<file path="src/hw/fpec_map.vh">
// Register offsets, field positions, reset values and timing counts of the flash program/erase controller
`ifndef FPEC_MAP_VH
`define FPEC_MAP_VH

// ==========================================
// Register byte offsets on APB
`define FPEC_OFS_CTRL 12'h000
`define FPEC_OFS_KEY 12'h004
`define FPEC_OFS_STAT 12'h008
`define FPEC_OFS_BUF_ADDR 12'h00C
`define FPEC_OFS_BUF_LO 12'h010
`define FPEC_OFS_BUF_HI 12'h014
`define FPEC_OFS_FLASH_ADDR 12'h018

// ==========================================
// Control register fields
`define FPEC_BIT_START 15
`define FPEC_BIT_PEN 14
`define FPEC_BIT_ERR 13
`define FPEC_BIT_ERASE 6
`define FPEC_OP_HI 3
`define FPEC_OP_LO 0
`define FPEC_CTRL_RESET 16'h0000
`define FPEC_CTRL_MASK 16'hE04F

// ==========================================
// Unlock keys
`define FPEC_KEY1 8'h55
`define FPEC_KEY2 8'hAA

// ==========================================
// Operation codes
`define FPEC_OP_BULK 4'b1111
`define FPEC_OP_GSEG 4'b1101
`define FPEC_OP_SSEG 4'b1100
`define FPEC_OP_WORD 4'b0011
`define FPEC_OP_PAGE 4'b0010
`define FPEC_OP_ROW 4'b0001
`define FPEC_OP_CFG 4'b0000

// Action codes driven to the flash array
`define FPEC_ACT_NONE 3'd0
`define FPEC_ACT_BULK_ERASE 3'd1
`define FPEC_ACT_GSEG_ERASE 3'd2
`define FPEC_ACT_SSEG_ERASE 3'd3
`define FPEC_ACT_PAGE_ERASE 3'd4
`define FPEC_ACT_CFG_ERASE 3'd5
`define FPEC_ACT_WORD_PROG 3'd6
`define FPEC_ACT_ROW_PROG 3'd7
// Config byte program shares code 5 with config erase; no erase select goes out to the array, so the two reach it as one action
`define FPEC_ACT_CFG_PROG_SEL 3'd5

// ==========================================
// Timing and geometry
`define FPEC_OP_TIME_US 4000
`define FPEC_CLK_MHZ 25
`define FPEC_OP_CYCLES (`FPEC_OP_TIME_US * `FPEC_CLK_MHZ)
`define FPEC_ROW_WORDS 64
`define FPEC_PAGE_WORDS 512

`endif

</file>
<file path="src/hw/fpec_opdec.v">
// Operation code decoder of the flash program/erase controller
`timescale 1ns/10ps
`default_nettype none
`include "fpec_map.vh"

module fpec_opdec (
   input wire erase_sel,
   input wire [3:0] op_code,
   output reg [2:0] action
);

   // ==========================================
   // Decode; unlisted codes and no-operation codes give no action
   always @* begin
      action = `FPEC_ACT_NONE;
      if (erase_sel) begin
         case (op_code)
            `FPEC_OP_BULK: action = `FPEC_ACT_BULK_ERASE;
            `FPEC_OP_GSEG: action = `FPEC_ACT_GSEG_ERASE;
            `FPEC_OP_SSEG: action = `FPEC_ACT_SSEG_ERASE;
            `FPEC_OP_PAGE: action = `FPEC_ACT_PAGE_ERASE;
            `FPEC_OP_CFG: action = `FPEC_ACT_CFG_ERASE;
            default: action = `FPEC_ACT_NONE;
         endcase
      end else begin
         case (op_code)
            `FPEC_OP_WORD: action = `FPEC_ACT_WORD_PROG;
            `FPEC_OP_ROW: action = `FPEC_ACT_ROW_PROG;
            `FPEC_OP_CFG: action = `FPEC_ACT_CFG_PROG_SEL;
            default: action = `FPEC_ACT_NONE;
         endcase
      end
   end

endmodule
`default_nettype wire

</file>
<file path="src/hw/fpec_hold_buf.v">
// Holding buffer for one row of program words
`timescale 1ns/10ps
`default_nettype none
`include "fpec_map.vh"

module fpec_hold_buf #(
   parameter DEPTH = `FPEC_ROW_WORDS,
   parameter AW = 6
) (
   input wire mclk,
   input wire rst_n,
   input wire wr_lo,
   input wire wr_hi,
   input wire [AW-1:0] idx,
   input wire [15:0] lo_data,
   input wire [7:0] hi_data,
   input wire [AW-1:0] rd_idx,
   output reg [23:0] rd_word_q
);

   reg [15:0] lo_mem [0:DEPTH-1];
   reg [7:0] hi_mem [0:DEPTH-1];

   // ==========================================
   // Word halves written separately; array holds no reset so it maps to RAM
   always @(posedge mclk) begin
      if (wr_lo) begin
         lo_mem[idx] <= lo_data;
      end
      if (wr_hi) begin
         hi_mem[idx] <= hi_data;
      end
   end

   // Registered read port toward the flash array
   always @(posedge mclk or negedge rst_n) begin
      if (!rst_n) begin
         rd_word_q <= 24'h00_0000;
      end else begin
         rd_word_q <= {hi_mem[rd_idx], lo_mem[rd_idx]};
      end
   end

endmodule
`default_nettype wire

</file>
<file path="src/hw/fpec_top.v">
// Flash program/erase controller with APB register file
//
// Decided for this implementation: the placing of the registers and the APB register port.
`timescale 1ns/10ps
`default_nettype none
`include "fpec_map.vh"

module fpec_top #(
   parameter OP_CYCLES = `FPEC_OP_CYCLES,
   parameter FA_W = 24
) (
   input wire mclk,
   input wire rst_n,
   input wire por_n,
   input wire psel,
   input wire penable,
   input wire pwrite,
   input wire [11:0] paddr,
   input wire [31:0] pwdata,
   output reg [31:0] prdata,
   output wire pready,
   output wire pslverr,
   output wire cpu_stall,
   output reg flash_go_q,
   output reg [2:0] flash_action_q,
   output reg [FA_W-1:0] flash_addr_q,
   output wire [23:0] flash_row_word,
   input wire [5:0] flash_row_idx,
   input wire flash_done
);

   localparam ST_IDLE = 2'd0;
   localparam ST_BUSY = 2'd1;
   localparam ST_WAIT = 2'd2;
   localparam [31:0] PAGE_UNIT = `FPEC_PAGE_WORDS;
   localparam [31:0] ROW_UNIT = `FPEC_ROW_WORDS;

   // ==========================================
   // Decode helpers
   function is_write_to;
      input [11:0] a;
      input [11:0] ofs;
      begin
         is_write_to = (a == ofs);
      end
   endfunction

   function [FA_W-1:0] align_down;
      input [FA_W-1:0] a;
      input [FA_W-1:0] unit;
      begin
         align_down = a - (a % unit);
      end
   endfunction

   // ==========================================
   // State
   reg [1:0] state_q;
   reg [31:0] tmr_q;
   reg start_q;
   reg pen_q;
   reg err_q;
   reg erase_q;
   reg [3:0] op_q;
   reg [1:0] key_q;
   reg [FA_W-1:0] buf_addr_q;
   reg [15:0] lo_hold_q;
   wire [2:0] action;

   wire acc = psel && penable;
   wire wr_en = acc && pwrite;
   wire rd_en = acc && !pwrite;
   wire busy = (state_q != ST_IDLE);
   wire wr_ctrl = wr_en && is_write_to(paddr, `FPEC_OFS_CTRL);
   wire wr_key = wr_en && is_write_to(paddr, `FPEC_OFS_KEY);
   wire wr_blo = wr_en && is_write_to(paddr, `FPEC_OFS_BUF_LO);
   wire wr_bhi = wr_en && is_write_to(paddr, `FPEC_OFS_BUF_HI);
   wire wr_badr = wr_en && is_write_to(paddr, `FPEC_OFS_BUF_ADDR);
   wire mapped = (paddr == `FPEC_OFS_CTRL) || (paddr == `FPEC_OFS_KEY) ||
      (paddr == `FPEC_OFS_STAT) || (paddr == `FPEC_OFS_BUF_ADDR) ||
      (paddr == `FPEC_OFS_BUF_LO) || (paddr == `FPEC_OFS_BUF_HI) ||
      (paddr == `FPEC_OFS_FLASH_ADDR);
   wire start_req = wr_ctrl && pwdata[`FPEC_BIT_START] && !busy;
   wire unlocked = (key_q == 2'd2);
   wire launch = start_req && unlocked && pen_q;
   wire reject = start_req && !launch;
   wire timer_end = (tmr_q == 32'h0000_0001);

   // Zero wait states; the bus answers in the access cycle
   assign pready = 1'b1;
   assign pslverr = acc && !mapped;
   // Core held off for the whole self-timed operation
   assign cpu_stall = busy;

   fpec_opdec u_dec (
      .erase_sel(erase_q),
      .op_code(op_q),
      .action(action)
   );

   fpec_hold_buf #(
      .DEPTH(`FPEC_ROW_WORDS),
      .AW(6)
   ) u_buf (
      .mclk(mclk),
      .rst_n(rst_n),
      .wr_lo(wr_bhi && !busy),
      .wr_hi(wr_bhi && !busy),
      .idx(buf_addr_q[5:0]),
      .lo_data(lo_hold_q),
      .hi_data(pwdata[7:0]),
      .rd_idx(flash_row_idx),
      .rd_word_q(flash_row_word)
   );

   // ==========================================
   // Unlock key tracker: any other access breaks the pair
   always @(posedge mclk or negedge rst_n) begin
      if (!rst_n) begin
         key_q <= 2'd0;
      end else if (acc) begin
         if (wr_key && pwdata[7:0] == `FPEC_KEY1) begin
            key_q <= 2'd1;
         end else if (wr_key && key_q == 2'd1 && pwdata[7:0] == `FPEC_KEY2) begin
            key_q <= 2'd2;
         end else if (wr_ctrl && key_q == 2'd2) begin
            key_q <= 2'd0;
         end else begin
            key_q <= 2'd0;
         end
      end
   end

   // ==========================================
   // Control bits; only power-on reset clears them
   always @(posedge mclk or negedge por_n) begin
      if (!por_n) begin
         pen_q <= 1'b0;
         erase_q <= 1'b0;
         op_q <= 4'h0;
         err_q <= 1'b0;
         start_q <= 1'b0;
      end else begin
         if (wr_ctrl) begin
            pen_q <= pwdata[`FPEC_BIT_PEN];
            if (!busy) begin
               erase_q <= pwdata[`FPEC_BIT_ERASE];
               op_q <= pwdata[`FPEC_OP_HI:`FPEC_OP_LO];
            end
         end
         // Start is set only, cleared only by hardware
         if (launch) begin
            start_q <= 1'b1;
         end else if (state_q == ST_WAIT) begin
            start_q <= 1'b0;
         end
         // Error: hardware set beats a software clear in the same cycle
         if (reject) begin
            err_q <= 1'b1;
         end else if (launch) begin
            err_q <= 1'b0;
         end else if (wr_ctrl) begin
            err_q <= pwdata[`FPEC_BIT_ERR];
         end
      end
   end

   // ==========================================
   // Buffer address pointer and low-word staging
   always @(posedge mclk or negedge rst_n) begin
      if (!rst_n) begin
         buf_addr_q <= {FA_W{1'b0}};
         lo_hold_q <= 16'h0000;
      end else if (!busy) begin
         if (wr_badr) begin
            buf_addr_q <= pwdata[FA_W-1:0];
         end else if (wr_bhi) begin
            buf_addr_q <= buf_addr_q + {{(FA_W-1){1'b0}}, 1'b1};
         end
         if (wr_blo) begin
            lo_hold_q <= pwdata[15:0];
         end
      end
   end

   // ==========================================
   // Self-timed sequencer
   always @(posedge mclk or negedge rst_n) begin
      if (!rst_n) begin
         state_q <= ST_IDLE;
         tmr_q <= 32'h0000_0000;
         flash_go_q <= 1'b0;
         flash_action_q <= `FPEC_ACT_NONE;
         flash_addr_q <= {FA_W{1'b0}};
      end else begin
         flash_go_q <= 1'b0;
         case (state_q)
            ST_IDLE: begin
               if (launch) begin
                  state_q <= ST_BUSY;
                  tmr_q <= OP_CYCLES;
                  flash_go_q <= (action != `FPEC_ACT_NONE);
                  flash_action_q <= action;
                  if (action == `FPEC_ACT_PAGE_ERASE) begin
                     flash_addr_q <= align_down(buf_addr_q, PAGE_UNIT[FA_W-1:0]);
                  end else if (action == `FPEC_ACT_ROW_PROG) begin
                     flash_addr_q <= align_down(buf_addr_q - 1'b1, ROW_UNIT[FA_W-1:0]);
                  end else begin
                     flash_addr_q <= buf_addr_q;
                  end
               end
            end
            ST_BUSY: begin
               tmr_q <= tmr_q - 32'h0000_0001;
               if (timer_end || flash_done) begin
                  state_q <= ST_WAIT;
               end
            end
            ST_WAIT: begin
               state_q <= ST_IDLE;
               flash_action_q <= `FPEC_ACT_NONE;
            end
            default: state_q <= ST_IDLE;
         endcase
      end
   end

   // ==========================================
   // Read mux; key reads zero, unused bits zero
   always @* begin
      prdata = 32'h0000_0000;
      if (rd_en) begin
         case (paddr)
            `FPEC_OFS_CTRL: prdata = {16'h0000, start_q, pen_q, err_q, 6'b00_0000, erase_q,
               2'b00, op_q};
            `FPEC_OFS_STAT: prdata = {28'h000_0000, key_q, busy, flash_go_q};
            `FPEC_OFS_BUF_ADDR: prdata = {{(32-FA_W){1'b0}}, buf_addr_q};
            `FPEC_OFS_FLASH_ADDR: prdata = {{(32-FA_W){1'b0}}, flash_addr_q};
            default: prdata = 32'h0000_0000;
         endcase
      end
   end

endmodule
`default_nettype wire

</file>
<file path="config.mk">
export PLATFORM = sky130hd
export DESIGN_NAME = fpec_top
export DESIGN_NICKNAME = d
export VERILOG_FILES = /design/src/hw/fpec_opdec.v /design/src/hw/fpec_hold_buf.v /design/src/hw/fpec_top.v
export VERILOG_INCLUDE_DIRS = /design/src /design/src/hw
export SDC_FILE = /design/constraint.sdc
export NUM_CORES = 2
export LEC_CHECK = 0
export BUFFER_PORTS_ARGS = -buffer_cell sky130_fd_sc_hd__clkbuf_2
export CAP_MARGIN = 20
export CORE_MARGIN = 1
export CORE_UTILIZATION = 55
export CTS_CLUSTER_DIAMETER = 80
export DETAILED_ROUTE_END_ITERATION = 8
export PLACE_DENSITY = 0.68
export SYNTH_ARGS = -nofsm -noshare
export SYNTH_HDL_FRONTEND = slang
export SYNTH_SLANG_ARGS = --single-unit
</file>
<file path="constraint.sdc">
create_clock -name mclk -period 4.2 [get_ports mclk]
set_clock_uncertainty 0.05 [all_clocks]
set_input_delay 0.84 -clock mclk [delete_from_list [all_inputs] [get_ports mclk]]
set_output_delay 0.84 -clock mclk [all_outputs]
set_load 0.01 [all_outputs]
</file>
==> qor.csv <==
stage,metric,value,unit
power,Clock power frac,43.1,%
setup_path,CP max FO,21,
die,CORE AREA,118000,um^2
die,Die X,347,um
power,"IR drop worst, VDD",0.385,mV
setup_path,FF-to-FF path depth,7,
global_route,largest net degree at the start of global routing,78,
setup_path,Crit-path slowest cell,or4_4,
setup_path,crit path DAT,3.09,ns
setup_path,CP Cell Sequence,clkbuf_2 -> or4_4 -> or3_1 -> buf_4 -> nor3_2 -> buf_4 -> a222oi_1 -> nor2_1 -> clkbuf_2,
detailed_routing,Via-to-Cell Ratio,6.56,
placed_design,GP Congestion,0.909,
logic_synthesis,most frequently used cell type in the post-synthesis netlist,edfxtp_1,
placed_design,Place WS,0.244,ns
logic_synthesis,top post-synthesis cells by area,"edfxtp_1, mux4_2, dfrtp_1",
detailed_routing,wire per inst,31.5,um
setup_path,R2R Setup Slk,1.26,ns
clocking,TritonCTS clock tree,built,
setup_path,Worst Path Required,3.31,ns
timing,final setup fails,0,
logic_synthesis,Synth Register Bits,1672,
logic_synthesis,Commonest cells post-synth,"edfxtp_1, mux4_2, dfrtp_1",
logic_synthesis,simple-gate share of the synthesized area,3.54,%
logic_synthesis,Mean Syn Cell Area,20.1,um^2
logic_synthesis,"FFs w/ async S/R, synth",8.13,%
timing,crit path time final,3.98,ns
clocking,worst skew pair latency,0.78,ns
final_layout,nets@finish,3629,
logic_synthesis,Compound-Gate Fraction of Synth Area,3.91,%
die,IO Pins,144,
logic_synthesis,Yosys top cell by area,edfxtp_1,
logic_synthesis,main combinational cell family by area after synthesis,multiplexers,
placed_design,port bufs,126,
final_layout,Fillers,7841,
logic_synthesis,cells after synthesis,3255,
setup_path,Crit Path Class,primary input to output port,
global_route,remaining global-route overflow,0,
global_route,first-pass GRT wire length,240,mm
power,switching part of the total power,20.4,%
logic_synthesis,Netlist Area Pre-Place,65500,um^2
power,sequential share of power,53.4,%
detailed_routing,vias,34400,
logic_synthesis,"Seq/Total Area, Yosys",75.6,%
final_layout,Finished Core Util,63.8,%
timing,period utilization,94.8,%
logic_synthesis,Synthesis Warnings,0,
clocking,clock root buffer,clkbuf_16,
power,Total Power,33.8,mW
timing,Worst Max-Slew Pin Slew,1.14,ns
power,P_sw,6.91,mW
detailed_routing,1st-pass router iterations,6,
final_layout,share of cells above drive strength 1,29.8,%
logic_synthesis,Netlist cell types,73,
clocking,clock sinks,1672,
logic_synthesis,Post-synth top flop,edfxtp_1,
outcome,status,finished clean,
timing,Final Worst Setup Slack,0.219,ns
power,Power Density,449,nW/um^2
timing,Max Slew Vio Count,0,
power,Int Power,26.9,mW
timing,Final Hold Fails,0,
timing,Setup TNS,0,ns
clocking,CTS buffer count,165,
logic_synthesis,XOR/XNOR share of the synthesized area,0.120,%
final_layout,Layout area overhead,15.0,%
power,Comb power frac,3.5,%
clocking,H-tree levels,4,
global_route,initial antenna violation count,6,
detailed_routing,routed wire length,165,mm
logic_synthesis,Post-synth EDFFs,1536,
logic_synthesis,top cell type's share of synthesized area,70.4,%
die,Row Count,126,
logic_synthesis,post-synthesis mux area share,15.3,%
timing,Max Clock Freq,251,MHz
power,leakage,27.2,nW
setup_path,startpoint types,primary input,
detailed_routing,number of routed nets with antenna violations,0,
run,maxcap violations,0,
worst_hold_path,Hold WC Path Type,primary input to async pin,
die,Initial Util,55.5,%
timing,RSZ-0062 raised after global routing,no,
global_route,number of global-route vias before repair,34600,
global_route,gr usage total,27.9,%
detailed_routing,DRC Markers,0,
placed_design,Post-DP HPWL,101,mm
detailed_routing,1st-iter DRT viols,4398,
clocking,"CTS clk-pin slew, worst paths",0.07,ns
die,die height,347,um
setup_path,crit end category,output port,
clocking,post-CTS setup buffers,0,
die,die area,121000,um^2
logic_synthesis,Synth Area in Adders,0.0764,%
clocking,Max Buffers Root-to-Sink,3,
setup_path,CP peak stage delay,0.59,ns
timing,slew margin rel.,23.7,%
-- per-layer routing --
layer  vias up  global-route usage (%)  routed length (um)
met5         -                       0                  27
met4         4                    9.39                5430
met3       280                    5.60               15100
met2      1695                    44.2               80300
met1     18200                    39.2               64400
li1      14200                       -                   -
-- sequential cells by signal, summed over array words and instances, names as in the netlist, 2 cells and up --
register	cells
lo_hold_q	16
u_buf.rd_word_q	24
flash_action_q	3
u_buf.hi_mem	512
key_q	2
tmr_q	32
op_q	4
flash_addr_q	24
u_buf.lo_mem	1024
buf_addr_q	24
state_q	2
-- cell usage in the layout (no fill, tap or decap), types with 9 or more instances in the layout --
cell type and count:
edfxtp_1 1536, mux4_2 384, clkbuf_16 169, buf_4 141
clkbuf_2 122, dfrtp_1 120, mux2i_1 95, nand2_1 94
a22oi_1 90, o21ai_0 72, buf_12 72, nor2_1 70
nor2_2 66, nand3_1 56, a21oi_1 55, mux2_2 38
clkinv_2 33, clkinv_1 31, nor3_1 29, clkbuf_1 27
or3_1 25, a22o_1 23, inv_1 20, nand4_1 19
a221oi_1 16, bufinv_16 16, dfrtp_2 16, o221ai_1 15
a211oi_1 14, nor2b_1 13, o31ai_1 12, a2bb2oi_1 12
and3_1 11, nand2b_1 10, o211ai_1 10, a31oi_1 10
conb_1 9
-- what timing repair did --
| item | 4_1_cts | 5_1_grt |
|---|---|---|
| endpoints found under the hold margin | 8 | 0 |
| hold buffers | 1 | 0 |
| gates resized for setup | 0 | 0 |
-- worst paths after layout --
path	from	endpoint
setup / recovery	paddr[0]	prdata[14]
hold / removal	rst_n	flash_addr_q[19]
setup reg to reg	state_q[0]	u_buf.hi_mem[50][3]
hold reg to reg	tmr_q[31]	tmr_q[31]
max in group asynchronous	rst_n	lo_hold_q[6]
min in group mclk	pwdata[10]	lo_hold_q[10]
-- logic make-up after synthesis --
| group | after synthesis |
|---|---|
| adders and majority gates | 4 |
| DFF | 1672 |
| xor gates and xnor gates | 9 |
| muxes | 517 |
| and+or+nand+nor | 460 |
| buffers and inverters | 221 |
| AOI/OAI and AO/OA | 370 |
| other | 2 |
-- area by class of cell --
cell class | count | area [um^2] | share of cell area (%)
repair buffers | 340 | 3180 | 4.22
clock buffers | 201 | 4400 | 5.84
well taps | 1536 | 1920 | 2.55
clock inverters | 97 | 941 | 1.25
diodes | 5 | 12.5 | 0.0166
multi-input cells | 1369 | 15300 | 20.3
inverters | 20 | 75.1 | 0.0997
flip-flops and latches | 1672 | 49500 | 65.8
-- worst max-delay path: cells and delay by family --
kind	cells	cell delay, ns
buffers and inverters	4	0.73
AO/OA/AOI/OAI	1	0.15
AND/OR/NAND/NOR	4	1.35
-- power groups by stage --
stage,Combinational [mW],Clock [mW],Sequential (mW)
after floorplan,0.584,0,18.4
after global placement,1.15,0,18.4
after detailed placement,1.17,0,18.4
after CTS,1.17,14.8,18.1
after global routing,1.23,15.4,18.0
final,1.17,14.6,18.0
-- through the flow --
stage / cells / area (um^2) / hold slack (ns)
finish: 5240 / 75300 / 0.0363
global route: 5235 / 75300 / 0.0689
CTS: 5234 / 75300 / 0.0290
detailed placement: 4935 / 70000 / 0.422
global placement: 4935 / 70000 / 0.403
floorplan: 3262 / 65600 / 0.386
Power figures use the tool's default switching activity.
